<file path="src/rtl/gpio_port_lcd_share_defines.vh">
// Purpose: register offsets, field positions and reset values of the gpio/lcd share block
// Assumes: byte-wide registers, printed offsets are word indices (byte address = 4 * index)
// Notes:   definitions only
`ifndef GPIO_PORT_LCD_SHARE_DEFINES_VH
`define GPIO_PORT_LCD_SHARE_DEFINES_VH

// register indices
`define IDX_LCD_CTRL      8'h89
`define IDX_P1_DIR        8'hC1
`define IDX_P2_DIR        8'hC2
`define IDX_P5_DIR        8'hC5
`define IDX_P0_DATA       8'hD0
`define IDX_P1_DATA       8'hD1
`define IDX_P2_DATA       8'hD2
`define IDX_P5_DATA       8'hD5
`define IDX_P0_PULLUP     8'hE0
`define IDX_P1_PULLUP     8'hE1
`define IDX_P2_PULLUP     8'hE2
`define IDX_P5_PULLUP     8'hE5
// bit-set / bit-clear helper: index of the register, written value = {set, dir, 3-bit port, 3-bit bitnum}
`define IDX_BIT_OP        8'hF0
`define BITOP_SET         8'h80
`define BITOP_DIR         8'h40
`define BITOP_PORT_LSB    3
`define BITOP_BIT_LSB     0

// lcd control fields
`define LCD_LOWER_SEL_BIT 0
`define LCD_UPPER_SEL_BIT 1
`define LCD_ENABLE_BIT    3
`define LCD_BLANK_BIT     5
`define LCD_CTRL_MASK     8'h2B

// reset values
`define RST_BYTE          8'h00
`define P0_MASK           8'h03

`endif

</file>
<file path="src/rtl/gpio_port_lcd_share.v">
// Purpose: port direction, data, pull-up and port 2 lcd/io sharing registers
// Assumes: classic wishbone slave, one clock, inputs synchronous to clk
// Notes:   every output registered; ack answers one cycle after the request
//          bit operations at a spare index change one pin at a time
`timescale 1ns/1ps
`include "gpio_port_lcd_share_defines.vh"

// Overview of operation
// [RULE1] direction bit 0 makes pin input, 1 makes pin output
// [RULE2] every bidirectional pin has its own direction bit
// [RULE3] single direction bits can be set or cleared without touching others
// [RULE4] pull-up bits are write-only, 1 enables pull-up, cleared at reset
// [RULE5] reading a data register returns current pin input levels
// [RULE6] byte or single-bit data writes set levels driven on output pins
// [RULE7] upper select 0: seg 20-23 lcd; 1: p2.0-p2.3 io, first bias to vdd
// [RULE8] lower select 0: seg 24-27 lcd, second bias to supply; 1: p2.4-p2.7 io
// [RULE9] blank bit 1 turns all lcd dots off, 0 normal display
// [RULE10] lcd enable bit 0 disables lcd driver, 1 enables it
// [RULE11] data written while input is latched and driven once pin turns output
// [RULE12] reset: all inputs, pull-ups off, lcd off, both groups lcd
module gpio_port_lcd_share (
    input  wire        clk,          // cpu clock
    input  wire        rst_b,        // async reset, active low
    input  wire        wb_cyc_i,     // bus cycle
    input  wire        wb_stb_i,     // strobe
    input  wire        wb_we_i,      // write enable
    input  wire [9:0]  wb_adr_i,     // byte address
    input  wire [3:0]  wb_sel_i,     // byte lanes
    input  wire [31:0] wb_dat_i,     // write data
    output reg  [31:0] wb_dat_o,     // read data
    output reg         wb_ack_o,     // acknowledge
    input  wire [1:0]  p0In,         // port 0 pin levels (input only)
    input  wire [7:0]  p1In,         // port 1 pin levels
    input  wire [7:0]  p2In,         // port 2 pin levels
    input  wire [7:0]  p5In,         // port 5 pin levels
    output reg  [7:0]  p1Out,        // port 1 drive level
    output reg  [7:0]  p1Oe,         // port 1 output enable
    output reg  [7:0]  p2Out,        // port 2 drive level
    output reg  [7:0]  p2Oe,         // port 2 output enable
    output reg  [7:0]  p5Out,        // port 5 drive level
    output reg  [7:0]  p5Oe,         // port 5 output enable
    output reg  [1:0]  p0PullEn,     // port 0 pull-up enables
    output reg  [7:0]  p1PullEn,     // port 1 pull-up enables
    output reg  [7:0]  p2PullEn,     // port 2 pull-up enables
    output reg  [7:0]  p5PullEn,     // port 5 pull-up enables
    output reg  [7:0]  lcdSegEn,     // segment 20..27 lcd enables
    output reg         lcdDriverOn,  // lcd driver enabled
    output reg         lcdBlankAll,  // all lcd dots off
    output reg         firstBiasVdd, // first bias node tied to vdd
    output reg         secondBiasLcd // second bias node tied to lcd supply
);

    // software-visible registers
    reg  [7:0] lcdCtrl_reg;
    reg  [7:0] p1Dir_reg;
    reg  [7:0] p2Dir_reg;
    reg  [7:0] p5Dir_reg;
    reg  [1:0] p0Latch_reg;
    reg  [7:0] p1Latch_reg;
    reg  [7:0] p2Latch_reg;
    reg  [7:0] p5Latch_reg;
    reg  [1:0] p0Pull_reg;
    reg  [7:0] p1Pull_reg;
    reg  [7:0] p2Pull_reg;
    reg  [7:0] p5Pull_reg;
    reg  [7:0] rdData;
    reg  [7:0] bitMask;

    // next values of the registers, worked out below
    reg  [7:0] lcdCtrl_next;
    reg  [7:0] p1Dir_next;
    reg  [7:0] p2Dir_next;
    reg  [7:0] p5Dir_next;
    reg  [1:0] p0Latch_next;
    reg  [7:0] p1Latch_next;
    reg  [7:0] p2Latch_next;
    reg  [7:0] p5Latch_next;
    reg  [1:0] p0Pull_next;
    reg  [7:0] p1Pull_next;
    reg  [7:0] p2Pull_next;
    reg  [7:0] p5Pull_next;

    // lcd control fields as held in the register
    wire       upperIo  = lcdCtrl_reg[`LCD_UPPER_SEL_BIT];
    wire       lowerIo  = lcdCtrl_reg[`LCD_LOWER_SEL_BIT];
    wire       lcdOn    = lcdCtrl_reg[`LCD_ENABLE_BIT];
    wire       blankAll = lcdCtrl_reg[`LCD_BLANK_BIT];
    // per-pin io use of port 2, set by the group selects
    wire [7:0] p2IoGrp;

    // bus decode; a request counts once, while ack is still low
    wire       req    = wb_cyc_i & wb_stb_i & ~wb_ack_o;
    wire       wrEn   = req & wb_we_i & wb_sel_i[0];
    wire [7:0] idx    = wb_adr_i[9:2];
    wire [7:0] wByte  = wb_dat_i[7:0];
    wire [2:0] opPort = wByte[`BITOP_PORT_LSB+2:`BITOP_PORT_LSB];
    wire       opSet  = (wByte & `BITOP_SET) != `RST_BYTE;
    wire       opDir  = (wByte & `BITOP_DIR) != `RST_BYTE;
    wire       bitOp  = wrEn && (idx == `IDX_BIT_OP);

    // bit operation targets; other port codes are ignored
    wire       opP1Dir = bitOp &&  opDir && (opPort == 3'h1);
    wire       opP2Dir = bitOp &&  opDir && (opPort == 3'h2);
    wire       opP5Dir = bitOp &&  opDir && (opPort == 3'h5);
    wire       opP1Dat = bitOp && !opDir && (opPort == 3'h1);
    wire       opP2Dat = bitOp && !opDir && (opPort == 3'h2);
    wire       opP5Dat = bitOp && !opDir && (opPort == 3'h5);

    // set or clear the addressed bit of a byte, keep the others
    function [7:0] applyBit;
        input [7:0] cur;
        input       setIt;
        input [7:0] mask;
        begin
            applyBit = setIt ? (cur | mask) : (cur & ~mask);
        end
    endfunction

    // pins 0-3 follow the upper group select, pins 4-7 the lower one
    genvar pinIdx;
    generate
        for (pinIdx = 0; pinIdx < 8; pinIdx = pinIdx + 1) begin : per_pin
            if (pinIdx < 4) begin : upper_grp
                assign p2IoGrp[pinIdx] = upperIo; // RULE7
            end else begin : lower_grp
                assign p2IoGrp[pinIdx] = lowerIo; // RULE8
            end
        end
    endgenerate

    // one-hot mask of the bit addressed by a bit operation
    always @* begin
        bitMask = 8'h01 << wByte[`BITOP_BIT_LSB+2:`BITOP_BIT_LSB];
    end

    // read mux: data reads show pin levels, pull-ups read as zero
    always @* begin
        case (idx)
            `IDX_LCD_CTRL: rdData = lcdCtrl_reg & `LCD_CTRL_MASK;
            `IDX_P1_DIR:   rdData = p1Dir_reg;
            `IDX_P2_DIR:   rdData = p2Dir_reg;
            `IDX_P5_DIR:   rdData = p5Dir_reg;
            `IDX_P0_DATA:  rdData = {6'h00, p0In};  // RULE5
            `IDX_P1_DATA:  rdData = p1In;           // RULE5
            `IDX_P2_DATA:  rdData = p2In;           // RULE5
            `IDX_P5_DATA:  rdData = p5In;           // RULE5
            default:       rdData = `RST_BYTE;      // RULE4
        endcase
    end

    // bus slave: single-cycle ack, unmapped reads return zero
    always @(posedge clk or negedge rst_b) begin
        if (!rst_b) begin
            wb_ack_o <= 1'b0;
            wb_dat_o <= 32'h00000000;
        end else begin
            wb_ack_o <= req;
            wb_dat_o <= req ? {24'h000000, rdData} : 32'h00000000;
        end
    end

    // next-state of the registers: byte writes, then single-bit operations
    always @* begin
        lcdCtrl_next = lcdCtrl_reg;
        p1Dir_next   = p1Dir_reg;
        p2Dir_next   = p2Dir_reg;
        p5Dir_next   = p5Dir_reg;
        p0Latch_next = p0Latch_reg;
        p1Latch_next = p1Latch_reg;
        p2Latch_next = p2Latch_reg;
        p5Latch_next = p5Latch_reg;
        p0Pull_next  = p0Pull_reg;
        p1Pull_next  = p1Pull_reg;
        p2Pull_next  = p2Pull_reg;
        p5Pull_next  = p5Pull_reg;
        // whole-byte writes; the bit-operation index matches no item here
        if (wrEn) begin
            case (idx)
                `IDX_LCD_CTRL:  lcdCtrl_next = wByte & `LCD_CTRL_MASK; // RULE9 RULE10
                `IDX_P1_DIR:    p1Dir_next   = wByte; // RULE2
                `IDX_P2_DIR:    p2Dir_next   = wByte; // RULE2
                `IDX_P5_DIR:    p5Dir_next   = wByte; // RULE2
                `IDX_P0_DATA:   p0Latch_next = wByte[1:0];
                `IDX_P1_DATA:   p1Latch_next = wByte; // RULE6
                `IDX_P2_DATA:   p2Latch_next = wByte; // RULE6
                `IDX_P5_DATA:   p5Latch_next = wByte; // RULE6
                `IDX_P0_PULLUP: p0Pull_next  = wByte[1:0]; // RULE4
                `IDX_P1_PULLUP: p1Pull_next  = wByte; // RULE4
                `IDX_P2_PULLUP: p2Pull_next  = wByte; // RULE4
                `IDX_P5_PULLUP: p5Pull_next  = wByte; // RULE4
                default:        lcdCtrl_next = lcdCtrl_reg;
            endcase
        end
        // direction bits, one pin at a time
        if (opP1Dir) p1Dir_next = applyBit(p1Dir_reg, opSet, bitMask); // RULE3
        if (opP2Dir) p2Dir_next = applyBit(p2Dir_reg, opSet, bitMask); // RULE3
        if (opP5Dir) p5Dir_next = applyBit(p5Dir_reg, opSet, bitMask); // RULE3
        // data latch bits, one pin at a time
        if (opP1Dat) p1Latch_next = applyBit(p1Latch_reg, opSet, bitMask); // RULE6
        if (opP2Dat) p2Latch_next = applyBit(p2Latch_reg, opSet, bitMask); // RULE6
        if (opP5Dat) p5Latch_next = applyBit(p5Latch_reg, opSet, bitMask); // RULE6
    end

    // register state; reset leaves pins input, pull-ups off, lcd off, groups lcd
    always @(posedge clk or negedge rst_b) begin
        if (!rst_b) begin
            // lcd control and directions
            lcdCtrl_reg <= `RST_BYTE; // RULE12
            p1Dir_reg   <= `RST_BYTE; // RULE12
            p2Dir_reg   <= `RST_BYTE; // RULE12
            p5Dir_reg   <= `RST_BYTE; // RULE12
            // data latches
            p0Latch_reg <= 2'h0;
            p1Latch_reg <= `RST_BYTE;
            p2Latch_reg <= `RST_BYTE;
            p5Latch_reg <= `RST_BYTE;
            // pull-ups
            p0Pull_reg  <= 2'h0;      // RULE4
            p1Pull_reg  <= `RST_BYTE; // RULE4
            p2Pull_reg  <= `RST_BYTE; // RULE4
            p5Pull_reg  <= `RST_BYTE; // RULE4
        end else begin
            // lcd control and directions
            lcdCtrl_reg <= lcdCtrl_next;
            p1Dir_reg   <= p1Dir_next;
            p2Dir_reg   <= p2Dir_next;
            p5Dir_reg   <= p5Dir_next;
            // data latches
            p0Latch_reg <= p0Latch_next;
            p1Latch_reg <= p1Latch_next;
            p2Latch_reg <= p2Latch_next;
            p5Latch_reg <= p5Latch_next;
            // pull-ups
            p0Pull_reg  <= p0Pull_next;
            p1Pull_reg  <= p1Pull_next;
            p2Pull_reg  <= p2Pull_next;
            p5Pull_reg  <= p5Pull_next;
        end
    end

    // pin drive: latch always holds data, enable follows direction, so a
    // value written while input appears once the pin turns output
    always @(posedge clk or negedge rst_b) begin
        if (!rst_b) begin
            p1Out <= `RST_BYTE;
            p1Oe  <= `RST_BYTE; // RULE12
        end else begin
            p1Out <= p1Latch_reg; // RULE11
            p1Oe  <= p1Dir_reg;   // RULE1
        end
    end

    // port 2: a pin drives only while its group is in io use
    always @(posedge clk or negedge rst_b) begin
        if (!rst_b) begin
            p2Out <= `RST_BYTE;
            p2Oe  <= `RST_BYTE; // RULE12
        end else begin
            p2Out <= p2Latch_reg;         // RULE11
            p2Oe  <= p2Dir_reg & p2IoGrp; // RULE1 RULE7 RULE8
        end
    end

    // port 5 drive, same scheme as port 1
    always @(posedge clk or negedge rst_b) begin
        if (!rst_b) begin
            p5Out <= `RST_BYTE;
            p5Oe  <= `RST_BYTE; // RULE12
        end else begin
            p5Out <= p5Latch_reg; // RULE11
            p5Oe  <= p5Dir_reg;   // RULE1
        end
    end

    // pull-up enables; software cannot read them back
    always @(posedge clk or negedge rst_b) begin
        if (!rst_b) begin
            p0PullEn <= 2'h0;      // RULE12
            p1PullEn <= `RST_BYTE;
            p2PullEn <= `RST_BYTE;
            p5PullEn <= `RST_BYTE;
        end else begin
            p0PullEn <= p0Pull_reg; // RULE4
            p1PullEn <= p1Pull_reg;
            p2PullEn <= p2Pull_reg;
            p5PullEn <= p5Pull_reg;
        end
    end

    // lcd control outputs; the bias nodes follow the group selects
    always @(posedge clk or negedge rst_b) begin
        if (!rst_b) begin
            lcdSegEn      <= 8'hFF; // RULE12
            lcdDriverOn   <= 1'b0;
            lcdBlankAll   <= 1'b0;
            firstBiasVdd  <= 1'b0;
            secondBiasLcd <= 1'b1;
        end else begin
            lcdSegEn      <= ~p2IoGrp; // RULE7 RULE8
            lcdDriverOn   <= lcdOn;    // RULE10
            lcdBlankAll   <= blankAll; // RULE9
            firstBiasVdd  <= upperIo;  // RULE7
            secondBiasLcd <= ~lowerIo; // RULE8
        end
    end

endmodule

</file>
<file path="config.mk">
export PLATFORM = sky130hd
export DESIGN_NAME = gpio_port_lcd_share
export DESIGN_NICKNAME = d
export VERILOG_FILES = /design/src/rtl/gpio_port_lcd_share.v
export VERILOG_INCLUDE_DIRS = /design/src /design/src/rtl
export SDC_FILE = /design/constraint.sdc
export NUM_CORES = 1
export LEC_CHECK = 0
export BUFFER_PORTS_ARGS = -buffer_cell sky130_fd_sc_hd__buf_2
export CAP_MARGIN = 5
export CORE_AREA = 5 5 131 133
export CTS_BUF_LIST = sky130_fd_sc_hd__clkbuf_16
export CTS_CLUSTER_SIZE = 14
export DETAILED_ROUTE_END_ITERATION = 7
export DIE_AREA = 0 0 136 138
export HOLD_SLACK_MARGIN = 0.02
export MAX_ROUTING_LAYER = met4
export PLACE_DENSITY_LB_ADDON = 0.1
export SYNTH_ARGS = -nofsm -noshare
export SYNTH_HDL_FRONTEND = slang
export SYNTH_SLANG_ARGS = --single-unit
export TNS_END_PERCENT = 10
</file>
<file path="constraint.sdc">
create_clock -name clk -period 3.11 [get_ports clk]
set_input_delay 0.311 -clock clk [delete_from_list [all_inputs] [get_ports clk]]
set_output_delay 0.311 -clock clk [all_outputs]
set_load 0.01 [all_outputs]
</file>
Word-level counts from Yosys, hierarchy flattened
Cells that the tools add are included.
Widths: inputs -> output; s select.
{"block": "word_totals", "in_bits": 77, "output_inout_bits": 119, "reg_bits": 173}
{"block": "op_classes", "n_mux": 26, "n_eq_ne": 16, "n_bitwise": 21, "n_shift": 1, "reduce_logical": 33}
{"cell": "$mux 8", "count": 25}
{"cell": "$eq 8x8->1 const B", "count": 13}
{"cell": "$pmux 8 s8", "count": 1}
{"cell": "$and 8x8->8", "count": 7}
{"cell": "$or 8x8->8", "count": 6}
{"cell": "$reduce_bool 2->1", "count": 12}
{"cell": "$reduce_and 2->1", "count": 11}
{"cell": "$not 8->8", "count": 2}
{"cell": "$logic_and 1x1->1", "count": 9}
{"cell": "$shl 1x3->8 const A", "count": 1}
{"cell": "$and 1x1->1", "count": 4}
{"cell": "$eq 3x1->1 const B", "count": 1}
{"cell": "$eq 3x2->1 const B", "count": 1}
{"cell": "$eq 3x3->1 const B", "count": 1}
{"cell": "$not 1->1", "count": 2}
{"cell": "$logic_not 1->1", "count": 1}

Logic depth before layout (Yosys ltp)
Gate-level depths: netlist (run 1).
{"block": "depth", "ltp_word": 9, "depth_mapped": 8}

Least setup slack after synthesis (run 1)
Ideal clock, no wire load.
{"block": "synth_timing", "path_kind": "register to register", "startpoint": "reg wb_ack_o", "endpoint": "reg p5Pull_reg[0]", "path_slack_ns": 0.954, "stages_incl_launch_ff": 8, "required_ns": 2.985, "period_less_slack_ns": 2.156, "path_buffers": 2, "t_arrival_ns": 2.031, "setup_time_ns": 0.125, "path_cell_list": "dfrtp_1 > and3b_1 > buf_2 > nand2_1 > or3_1 > clkbuf_1 > nor2_2 > mux2_2"}
{"block": "synth_via", "elab_chain_len": 5}
{"element": "from (decl)", "line_no": "gpio_port_lcd_share.v:31", "text": "output reg wb_ack_o,"}
{"element": "from (signal assigned)", "line_no": "gpio_port_lcd_share.v:157", "text": "wb_ack_o <= req;"}
{"element": "$not 1->1", "line_no": "gpio_port_lcd_share.v:92", "text": "wire req = wb_cyc_i & wb_stb_i & ~wb_ack_o;"}
{"element": "$and 1x1->1", "line_no": "gpio_port_lcd_share.v:92"}
{"element": "via req", "line_no": "gpio_port_lcd_share.v:92"}
{"element": "$and 1x1->1 (2 in a row)", "line_no": "gpio_port_lcd_share.v:93", "text": "wire wrEn = req & wb_we_i & wb_sel_i[0];"}
{"element": "$reduce_and 2->1 (no line)"}
{"element": "to (signal assigned)", "line_no": "gpio_port_lcd_share.v:221", "text": "p5Pull_reg <= `RST_BYTE;"}
{"element": "to (signal assigned)", "line_no": "gpio_port_lcd_share.v:237", "text": "p5Pull_reg <= p5Pull_next;"}
{"element": "to (decl)", "line_no": "gpio_port_lcd_share.v:65", "text": "reg [7:0] p5Pull_reg;"}
The timed path passes the listed nets, and every way through them passes these cells.
A chain may end at the register's enable or synchronous reset.

Worst setup path after layout (run 1)
{"block": "layout_timing", "startpoint": "reg wb_ack_o", "endpoint": "reg p5Pull_reg[3]"}
{"block": "layout_via", "elab_chain_len": 5}
{"element": "$not 1->1", "line_no": "gpio_port_lcd_share.v:92"}
{"element": "$and 1x1->1", "line_no": "gpio_port_lcd_share.v:92"}
{"element": "$and 1x1->1 (2 in a row)", "line_no": "gpio_port_lcd_share.v:93"}
{"element": "$reduce_and 2->1 (no line)"}
Every way passes these cells.

==> results of run 1 <==
cells in the mapped netlist (5+ instances only):
cell | n | area share
o21ai_0 | 37 | 0.026
mux2_2 | 34 | 0.055
buf_4 | 32 | 0.034
nor2_1 | 38 | 0.020
a22oi_1 | 11 | 0.012
o21ai_1 | 7 | 0.0050
a22o_1 | 6 | 0.0075
a31oi_1 | 14 | 0.013
a311oi_1 | 5 | 0.0063
nand3_1 | 11 | 0.0079
nand2_1 | 24 | 0.013
nor3_1 | 8 | 0.0057
and2_1 | 7 | 0.0063
a221oi_1 | 6 | 0.0075
a32oi_1 | 5 | 0.0063
clkbuf_1 | 28 | 0.015
inv_1 | 12 | 0.0064
o22ai_1 | 5 | 0.0045
a21oi_1 | 44 | 0.032
o31ai_1 | 5 | 0.0054
nand4_1 | 6 | 0.0054
buf_2 | 9 | 0.0064
a222oi_1 | 7 | 0.010
dfrtp_1 | 164 | 0.59
repair_timing:
| action | CTS | global route |
|---|---|---|
| hold endpoints to repair | 72 | 0 |
| gates resized for setup | 0 | 0 |
| hold buffers | 1 | 0 |
metrics by stage:
stage               instance area (um^2)  total power [uW]
floorplan                           7074              2352
global placement                    7770              2465
detailed placement                  7770              2468
CTS                                 8406              4683
global route                        8408              4804
finish                              8408              4638
worst max-delay path, stage by stage (launching register included):
cell,delay [ps]
dfrtp_1,390
and3b_1,390
nand2_1,110
or3_1,480
nor2_2,450
mux2_2,400
report_power, final:
part           internal (uW)  switching (uW)  total, uW
clock network           1350             861       2210
logic                   64.0             182        246
registers               2180            8.70       2190
total                   3590            1050       4640
cells in the final DEF (no fill, tap or decap), types with 7 or more instances in the layout:
| cell | count |
|---|---|
| clkbuf_16 | 17 |
| o21ai_1 | 7 |
| nor2_1 | 38 |
| nor3_1 | 8 |
| o21ai_0 | 37 |
| mux2_2 | 34 |
| a222oi_1 | 7 |
| a22oi_1 | 11 |
| nand2_1 | 24 |
| buf_4 | 15 |
| conb_1 | 24 |
| and2_1 | 7 |
| buf_2 | 141 |
| nand3_1 | 11 |
| dfrtp_1 | 164 |
| inv_1 | 12 |
| a31oi_1 | 14 |
| a21oi_1 | 44 |
cell families (layout without fill, tap and decap cells):
kind of cell,Yosys count,in the layout,synth area share
compound gates,176,176,0.1645
other cells,1,25,0.0005366
buf+inv,86,205,0.06822
mux,34,34,0.05479
flops,166,166,0.5948
simple gates,136,136,0.1171
final cells by class:
| cell class | instances | area (um^2) | area share |
|---|---|---|---|
| tap | 216 | 270.3 | 0.03214 |
| multi-input combinational | 370 | 2441 | 0.2903 |
| clock inverter | 15 | 200.2 | 0.02381 |
| timing repair buffer | 159 | 859.6 | 0.1022 |
| sequential | 166 | 4156 | 0.4943 |
| clock buffer | 17 | 425.4 | 0.05060 |
| antenna | 1 | 2.502 | 0.0002976 |
| inverter | 14 | 52.55 | 0.006250 |
how the worst max path moves through the flow:
| stage | start | to | depth (start not counted) |
|---|---|---|---|
| 2_1_floorplan | wb_ack_o | p5Pull_reg[0] | 7 |
| 3_3_place_gp | wb_adr_i[3] | flip-flop | 5 |
| 3_5_place_dp | wb_adr_i[3] | flip-flop | 5 |
| 4_1_cts | wb_ack_o | p5Pull_reg[3] | 5 |
| 5_1_grt | wb_ack_o | p5Pull_reg[1] | 5 |
| 6_report | wb_ack_o | p5Pull_reg[3] | 5 |
routing by layer:
| layer | wire (um) | share of wire | up-vias | track usage |
|---|---|---|---|---|
| met2 | 9244 | 0.46 | 254 | 0.3306 |
| met3 | 1571 | 0.079 | 27 | 0.05370 |
| met4 | 373 | 0.019 | 0 | 0.06578 |
| met5 | 0 | 0 | - | - |
| met1 | 8756 | 0.44 | 2642 | 0.2971 |
| li1 | - | - | 2400 | - |
==> results.cfg, run 1 <==
[outcome]
status = finished, final reports clean

[setup_path]
critPathMaxFanout = 8
cp_data_arrival_time_ps = 2650
rr_startpoint = wb_ack_o
crit_path_start_kind = flip-flop
reg2regPathDepth = 5
rr_endpoint = p5Pull_reg[3]
worst-r2r-setup-slack_ps = 770
critical_path_class = reg2reg
crit_required_ps = 3420
cp-end-kind = flip-flop

[synthesis]
syn_inst = 599
yosys_warnings = 0
ys_async_sr_fraction = 1.000
synth_cell_type_count = 68
synth_flop_cell = dfrtp_1
synth.avg_cell_area_um2 = 11.67
synth-seq-cells = 166
synth_area_um2 = 6988
ys_seq_area_frac = 0.5948
synth-edff-count = 0

[sta]
finalSetupTns_ps = 0
min_period_ps = 2343
slew_headroom = 0.4514
worst_pin_slew_ps = 819.9
slew_violations = 0
finClkSkew_ps = 5.020
whs_ps = 183.6
grt_setup_unrepaired = false
fin_crit_sh = 0.7533
layout_setup_ws_ps = 767.1
finalSetupViolations = 0
finalHoldViolCount = 0
fmax_ghz = 0.4268

[place]
dp_hpwl_mm = 13.58
gp_congestion = 0.9045
post-place-cells = 924
pre_cts_slack_ps = 664.6
port_buffers = 142

[die]
start_util = 0.4447
die_w_um = 136
ios = 196
die_h_um = 138
coreArea_um2 = 15710
dieArea_um2 = 18770
row_count = 46

[cts]
numCtsBuffers = 17
clock-sinks = 166
cts_setup_buffers = 0
clockBufferDepth = 2
clk-insertion-delay-late_ps = 430
cts_htree_levels = 4
path_clk_slew_ps = 60
clockRootBuffer = clkbuf_16
cts_tree = yes

[detailed_routing]
wl_per_cell_um = 20.82
dr.pass1.iters = 5
drtIter0Drc = 547
num_vias = 5323
drc = 0
postRouteWirelength_mm = 19.95
ant_nets = 0
vias_per_cell = 5.556

[grt]
antenna_found_initial = 1
grt.overflow.total = 0
grt_max_degree = 75
grt_util_all_layers = 0.2199
grt_pass1_vias = 5296
grt_pass1_wl_mm = 30.97

[worst_hold_path]
hp-class = in2reg
hold_path_depth = 3
min_delay_worst_endpoint = wb_dat_o[4]
worstHoldStart = p2In[4]

[final_layout]
fillerInstances = 1400
layout.cells.non_filler = 958
fin_util = 0.5351
area_delta_synth_final_pct = 20.32
layout-drive-gt1-share = 0.3266
nets = 805

[power_and_ir_drop]
power.leakage_uw = 0.004102
max-vdd-ir-drop_mv = 0.3651
power_density_nw_per_um2 = 551.6

[flow_run]
maxCapViolCount = 0
No activity file was read; power rests on OpenSTA's default activity.
==> inputs of run 2 (changes only) <==
- clock period: 3.11 -> 2 ns (I/O delays scaled with it)
==> run 2 against run 1 <==
Effect of this change: cell area increased by 5.3%; utilization grew 2.8 points; total power rose by 53%; worst setup slack got worse by 700 ps; sequential power is 55% higher; clock skew up 1.5 ps; fmax increased by 21%; sequential share of layout area down 2.5 points; largest cell class unchanged; flip-flop and latch count unchanged; largest power group is now sequential cells.
==> results.cfg, run 2 (synthesized netlist as in run 1, its figures left out) <==
[outcome]
status = finished, final reports clean

[detailed_routing]
drc = 0
postRouteWirelength_mm = 20.61
dr.pass1.iters = 5
ant_nets = 0
num_vias = 5538
vias_per_cell = 5.494
drtIter0Drc = 452
wl_per_cell_um = 20.45

[die]
start_util = 0.4447
dieArea_um2 = 18770
die_h_um = 138
ios = 196
coreArea_um2 = 15710
die_w_um = 136
row_count = 46

[sta]
slew_headroom = 0.5201
min_period_ps = 1931
finalSetupViolations = 0
worst_pin_slew_ps = 719.8
layout_setup_ws_ps = 69.17
finClkSkew_ps = 6.548
fin_crit_sh = 0.9654
fmax_ghz = 0.5179
slew_violations = 0
grt_setup_unrepaired = true
finalHoldViolCount = 0

[final_layout]
nets = 856
final_cell_mix = dfrtp_1, buf_2, buf_4
fillerInstances = 1355
layout-drive-gt1-share = 0.3687
multiInputGateArea_um2 = 2487
num_antenna_cells = 0
area_delta_synth_final_pct = 26.64
layout_commonest_cell = dfrtp_1
layout.cells.non_filler = 1008
register_area_um2 = 4156

[cts]
clockRootBuffer = clkbuf_16
clock-sinks = 166
clockBufferDepth = 2
cts_tree = yes
path_clk_slew_ps = 60
numCtsBuffers = 17
cts_htree_levels = 4
clk-insertion-delay-late_ps = 420

[place]
gp_congestion = 0.9199
pre_cts_slack_ps = -29.36
port_buffers = 142
dp_hpwl_mm = 14.63
post-place-cells = 974

[setup_path]
cp-end-kind = flip-flop
worst-r2r-setup-slack_ps = 70
crit_required_ps = 2300
crit_path_start_kind = flip-flop
rr_endpoint = p1Pull_reg[2]
cp_data_arrival_time_ps = 2240
cp_cell_sequence = and3b_1, nand2_4, or3_4, nor2_4, mux2_2
slowest_stage = or3_4
rr_startpoint = wb_ack_o
critPathMaxFanout = 8
slowest_delay_ps = 430
reg2regPathDepth = 5
critical_path_class = reg2reg

[grt]
grt_util_all_layers = 0.2276
antenna_found_initial = 0
grt_pass1_vias = 5661
grt_pass1_wl_mm = 32.05
grt.overflow.total = 0
grt_max_degree = 69

[worst_hold_path]
min_delay_worst_endpoint = wb_dat_o[7]
hold_path_depth = 3
worstHoldStart = p2In[7]
hp-class = in2reg

[power_and_ir_drop]
power.leakage_uw = 0.004372
max-vdd-ir-drop_mv = 0.5516
power_density_nw_per_um2 = 800.0

[flow_run]
maxCapViolCount = 0
==> run 2: worst max path at each step <==
stage | startpoint | end | slack [ps] | depth (start not counted)
after floorplan | wb_ack_o | p5Pull_reg[0] | 4 | 7
after global placement | wb_adr_i[3] | flip-flop | -6 | 7
after detailed placement | wb_ack_o | p5Pull_reg[7] | -30 | 5
after CTS | wb_ack_o | p1Pull_reg[2] | 80 | 5
after global routing | wb_ack_o | p1Pull_reg[2] | -9 | 5
final | wb_ack_o | p1Pull_reg[2] | 70 | 5
==> run 2: what timing repair did <==
action / CTS / global route
resized for setup: 1 / 4
cloned: 0 / 0
pin swaps: 2 / 0
endpoints found under the setup margin: 24 / 5
buffers inserted: 1 / 0
hold endpoints to repair: 47 / 0
hold buffers: 1 / 0
==> run 2: critical path, delay by kind of cell (launching register included) <==
| family | cells | cell delay, ps |
|---|---|---|
| mux | 1 | 370 |
| simple gates | 4 | 1040 |
| flops | 1 | 410 |
==> run 2: through the flow <==
step           hold slack, ps  utilization  area [um^2]  total power [uW]  TNS, ps
2_1_floorplan          -95.59            -         7109              3661        0
3_3_place_gp            175.6       0.5222         8205              3872   -11.24
3_5_place_dp            183.3       0.5222         8205              3878   -197.2
4_1_cts                 68.49       0.5618         8827              7134        0
5_1_grt                 86.69       0.5632         8850              7301   -37.56
6_report                85.20       0.5632         8850              7079        0
==> run 2: area by class of cell <==
type | instances | share of cell area
Sequential cell | 166 | 0.4697
Multi-Input combinational cell | 370 | 0.2811
Timing Repair Buffer | 210 | 0.1465
Clock buffer | 17 | 0.04807
Tap cell | 216 | 0.03054
Clock inverter | 15 | 0.01824
Inverter | 14 | 0.005938
==> run 2: layer usage <==
metal / routed length [um] / GRT usage / up-vias
li1: - / - / 2504
met1: 9019 / 0.3093 / 2752
met2: 9512 / 0.3359 / 250
met3: 1663 / 0.05225 / 32
met4: 414 / 0.08223 / 0
met5: 0 / - / -
==> run 2: power by group <==
part | switching, uW | total [uW] | internal, uW
clock network | 1310 | 3250 | 1950
logic | 298 | 428 | 130
registers | 14.0 | 3400 | 3380
==> inputs of run 3 (changes only) <==
- clock period: 2 -> 2.28 ns (I/O delays scaled with it)
==> run 3 against run 2 <==
Effect of this change: clock skew fell by 1.3 ps; global-route usage rose by 0.20 points; via count fell by 1.4%; sequential power fell by 12%; sequential share of layout area rose by 1.4 points; utilization fell by 1.6 points; count of clock-buffer cells in the layout did not move; worst setup slack improved by 85 ps; combinational power fell by 16%; routed wire length rose by 1.2%; register-to-register slack improved by 80 ps; largest cell class unchanged; largest power group unchanged.
==> results.cfg, run 3 (synthesized netlist as in run 1, its figures left out) <==
[outcome]
status = finished, final reports clean

[detailed_routing]
ant_nets = 0
postRouteWirelength_mm = 20.85
num_vias = 5461
vias_per_cell = 5.505
dr.pass1.iters = 7
wl_per_cell_um = 21.02
drc = 0
drtIter0Drc = 461

[final_layout]
fillerInstances = 1409
layout_commonest_cell = dfrtp_1
nets = 840
final_cell_mix = dfrtp_1, buf_2, buf_4
register_area_um2 = 4156
layout-drive-gt1-share = 0.3523
layout.cells.non_filler = 992
multiInputGateArea_um2 = 2441
area_delta_synth_final_pct = 23.03
fin_util = 0.5471

[die]
coreArea_um2 = 15710
start_util = 0.4447
dieArea_um2 = 18770
die_h_um = 138
row_count = 46
ios = 196
die_w_um = 136

[sta]
slew_headroom = 0.4840
min_period_ps = 2126
worst_pin_slew_ps = 763.2
fmax_ghz = 0.4703
slew_violations = 0
finalSetupViolations = 0
grt_setup_unrepaired = false
finalHoldViolCount = 0
fin_crit_sh = 0.9325
whs_ps = 126.0
finalSetupTns_ps = 0
finClkSkew_ps = 5.255

[setup_path]
setup.worst_path.start = wb_ack_o
worst-r2r-setup-slack_ps = 150
cp_data_arrival_time_ps = 2430
rr_startpoint = wb_ack_o
cp-end-kind = flip-flop
critical_path_class = reg2reg
reg2regPathDepth = 6
crit_path_start_kind = flip-flop
crit_required_ps = 2580
critPathMaxFanout = 8
rr_endpoint = p1Pull_reg[1]

[power_and_ir_drop]
power_density_nw_per_um2 = 695.8
total_power_uw = 5982
power.leakage_uw = 0.004240
max-vdd-ir-drop_mv = 0.4257

[worst_hold_path]
min_delay_worst_endpoint = wb_dat_o[4]
hp-class = in2reg
hold_path_depth = 3
worstHoldStart = p2In[4]

[cts]
numCtsBuffers = 17
cts_htree_levels = 4
clock-sinks = 166
cts_tree = yes
clockBufferDepth = 2
clk-insertion-delay-late_ps = 420
path_clk_slew_ps = 70
cts_resized = 0
clockRootBuffer = clkbuf_16

[grt]
antenna_found_initial = 1
grt_pass1_wl_mm = 32.14
grt_max_degree = 55
grt_pass1_vias = 5514
grt.overflow.total = 0
grt_util_all_layers = 0.2295

[place]
post-place-cells = 959
dp_hpwl_mm = 14.92
port_buffers = 142
gp_congestion = 0.8818

[flow_run]
maxCapViolCount = 0
## run 3: cell types whose count changed in the layout (fill, tap and decap cells not counted), moves of 2 or more
cell / before / now
nor2_2: 1 / 4
nor2_4: 3 / 0
bufinv_16: 3 / 1
clkinvlp_4: 3 / 5
clkinv_1: 6 / 4
buf_12: 5 / 2
buf_4: 61 / 49
## run 3: report_power, final
part	internal, uW	total, uW	switching [uW]
combinational	105	361	256
sequential	2970	2980	11.9
clock	1480	2640	1160
## run 3: worst max path at each step
stage / end / depth (start not counted)
floorplan: p5Pull_reg[0] / 7
global placement: flip-flop / 6
detailed placement: flip-flop / 8
CTS: p1Pull_reg[1] / 6
global route: p1Pull_reg[1] / 6
finish: p1Pull_reg[1] / 6
## run 3: cell type report
cell class                      instances  share of cell area
Antenna cell                            1           0.0002911
Sequential cell                       166              0.4835
Clock inverter                         14             0.01324
Clock buffer                           17             0.04948
Multi-Input combinational cell        370              0.2839
Timing Repair Buffer                  194              0.1320
Tap cell                              216             0.03144
Inverter                               14            0.006113
## run 3: per-layer routing
metal,GRT usage,routed length [um]
met1,0.3181,9027
met2,0.3351,9625
met3,0.05515,1787
met4,0.07268,414
met5,-,0
## run 3: what timing repair did
| item | in CTS | in global routing |
|---|---|---|
| endpoints found under the hold margin | 44 | 0 |
| hold buffers | 1 | 0 |
| buffers inserted | 0 | 0 |
| endpoints found under the setup margin | 0 | 0 |
## run 3: stage by stage
step                instance area [um^2]  setup WS [ps]
finish                              8597          153.8
CTS                                 8594          156.9
floorplan                           7074          124.1
global route                        8597          57.16
detailed placement                  8045          107.4
global placement                    8045          147.9
## run 3: critical path, stage by stage, from the launching register on
cell and delay [ps]:
dfrtp_1 390, and3b_1 370, nand2_1 100, or3_1 470, nor2_2 130, buf_4 190, mux2_2 340
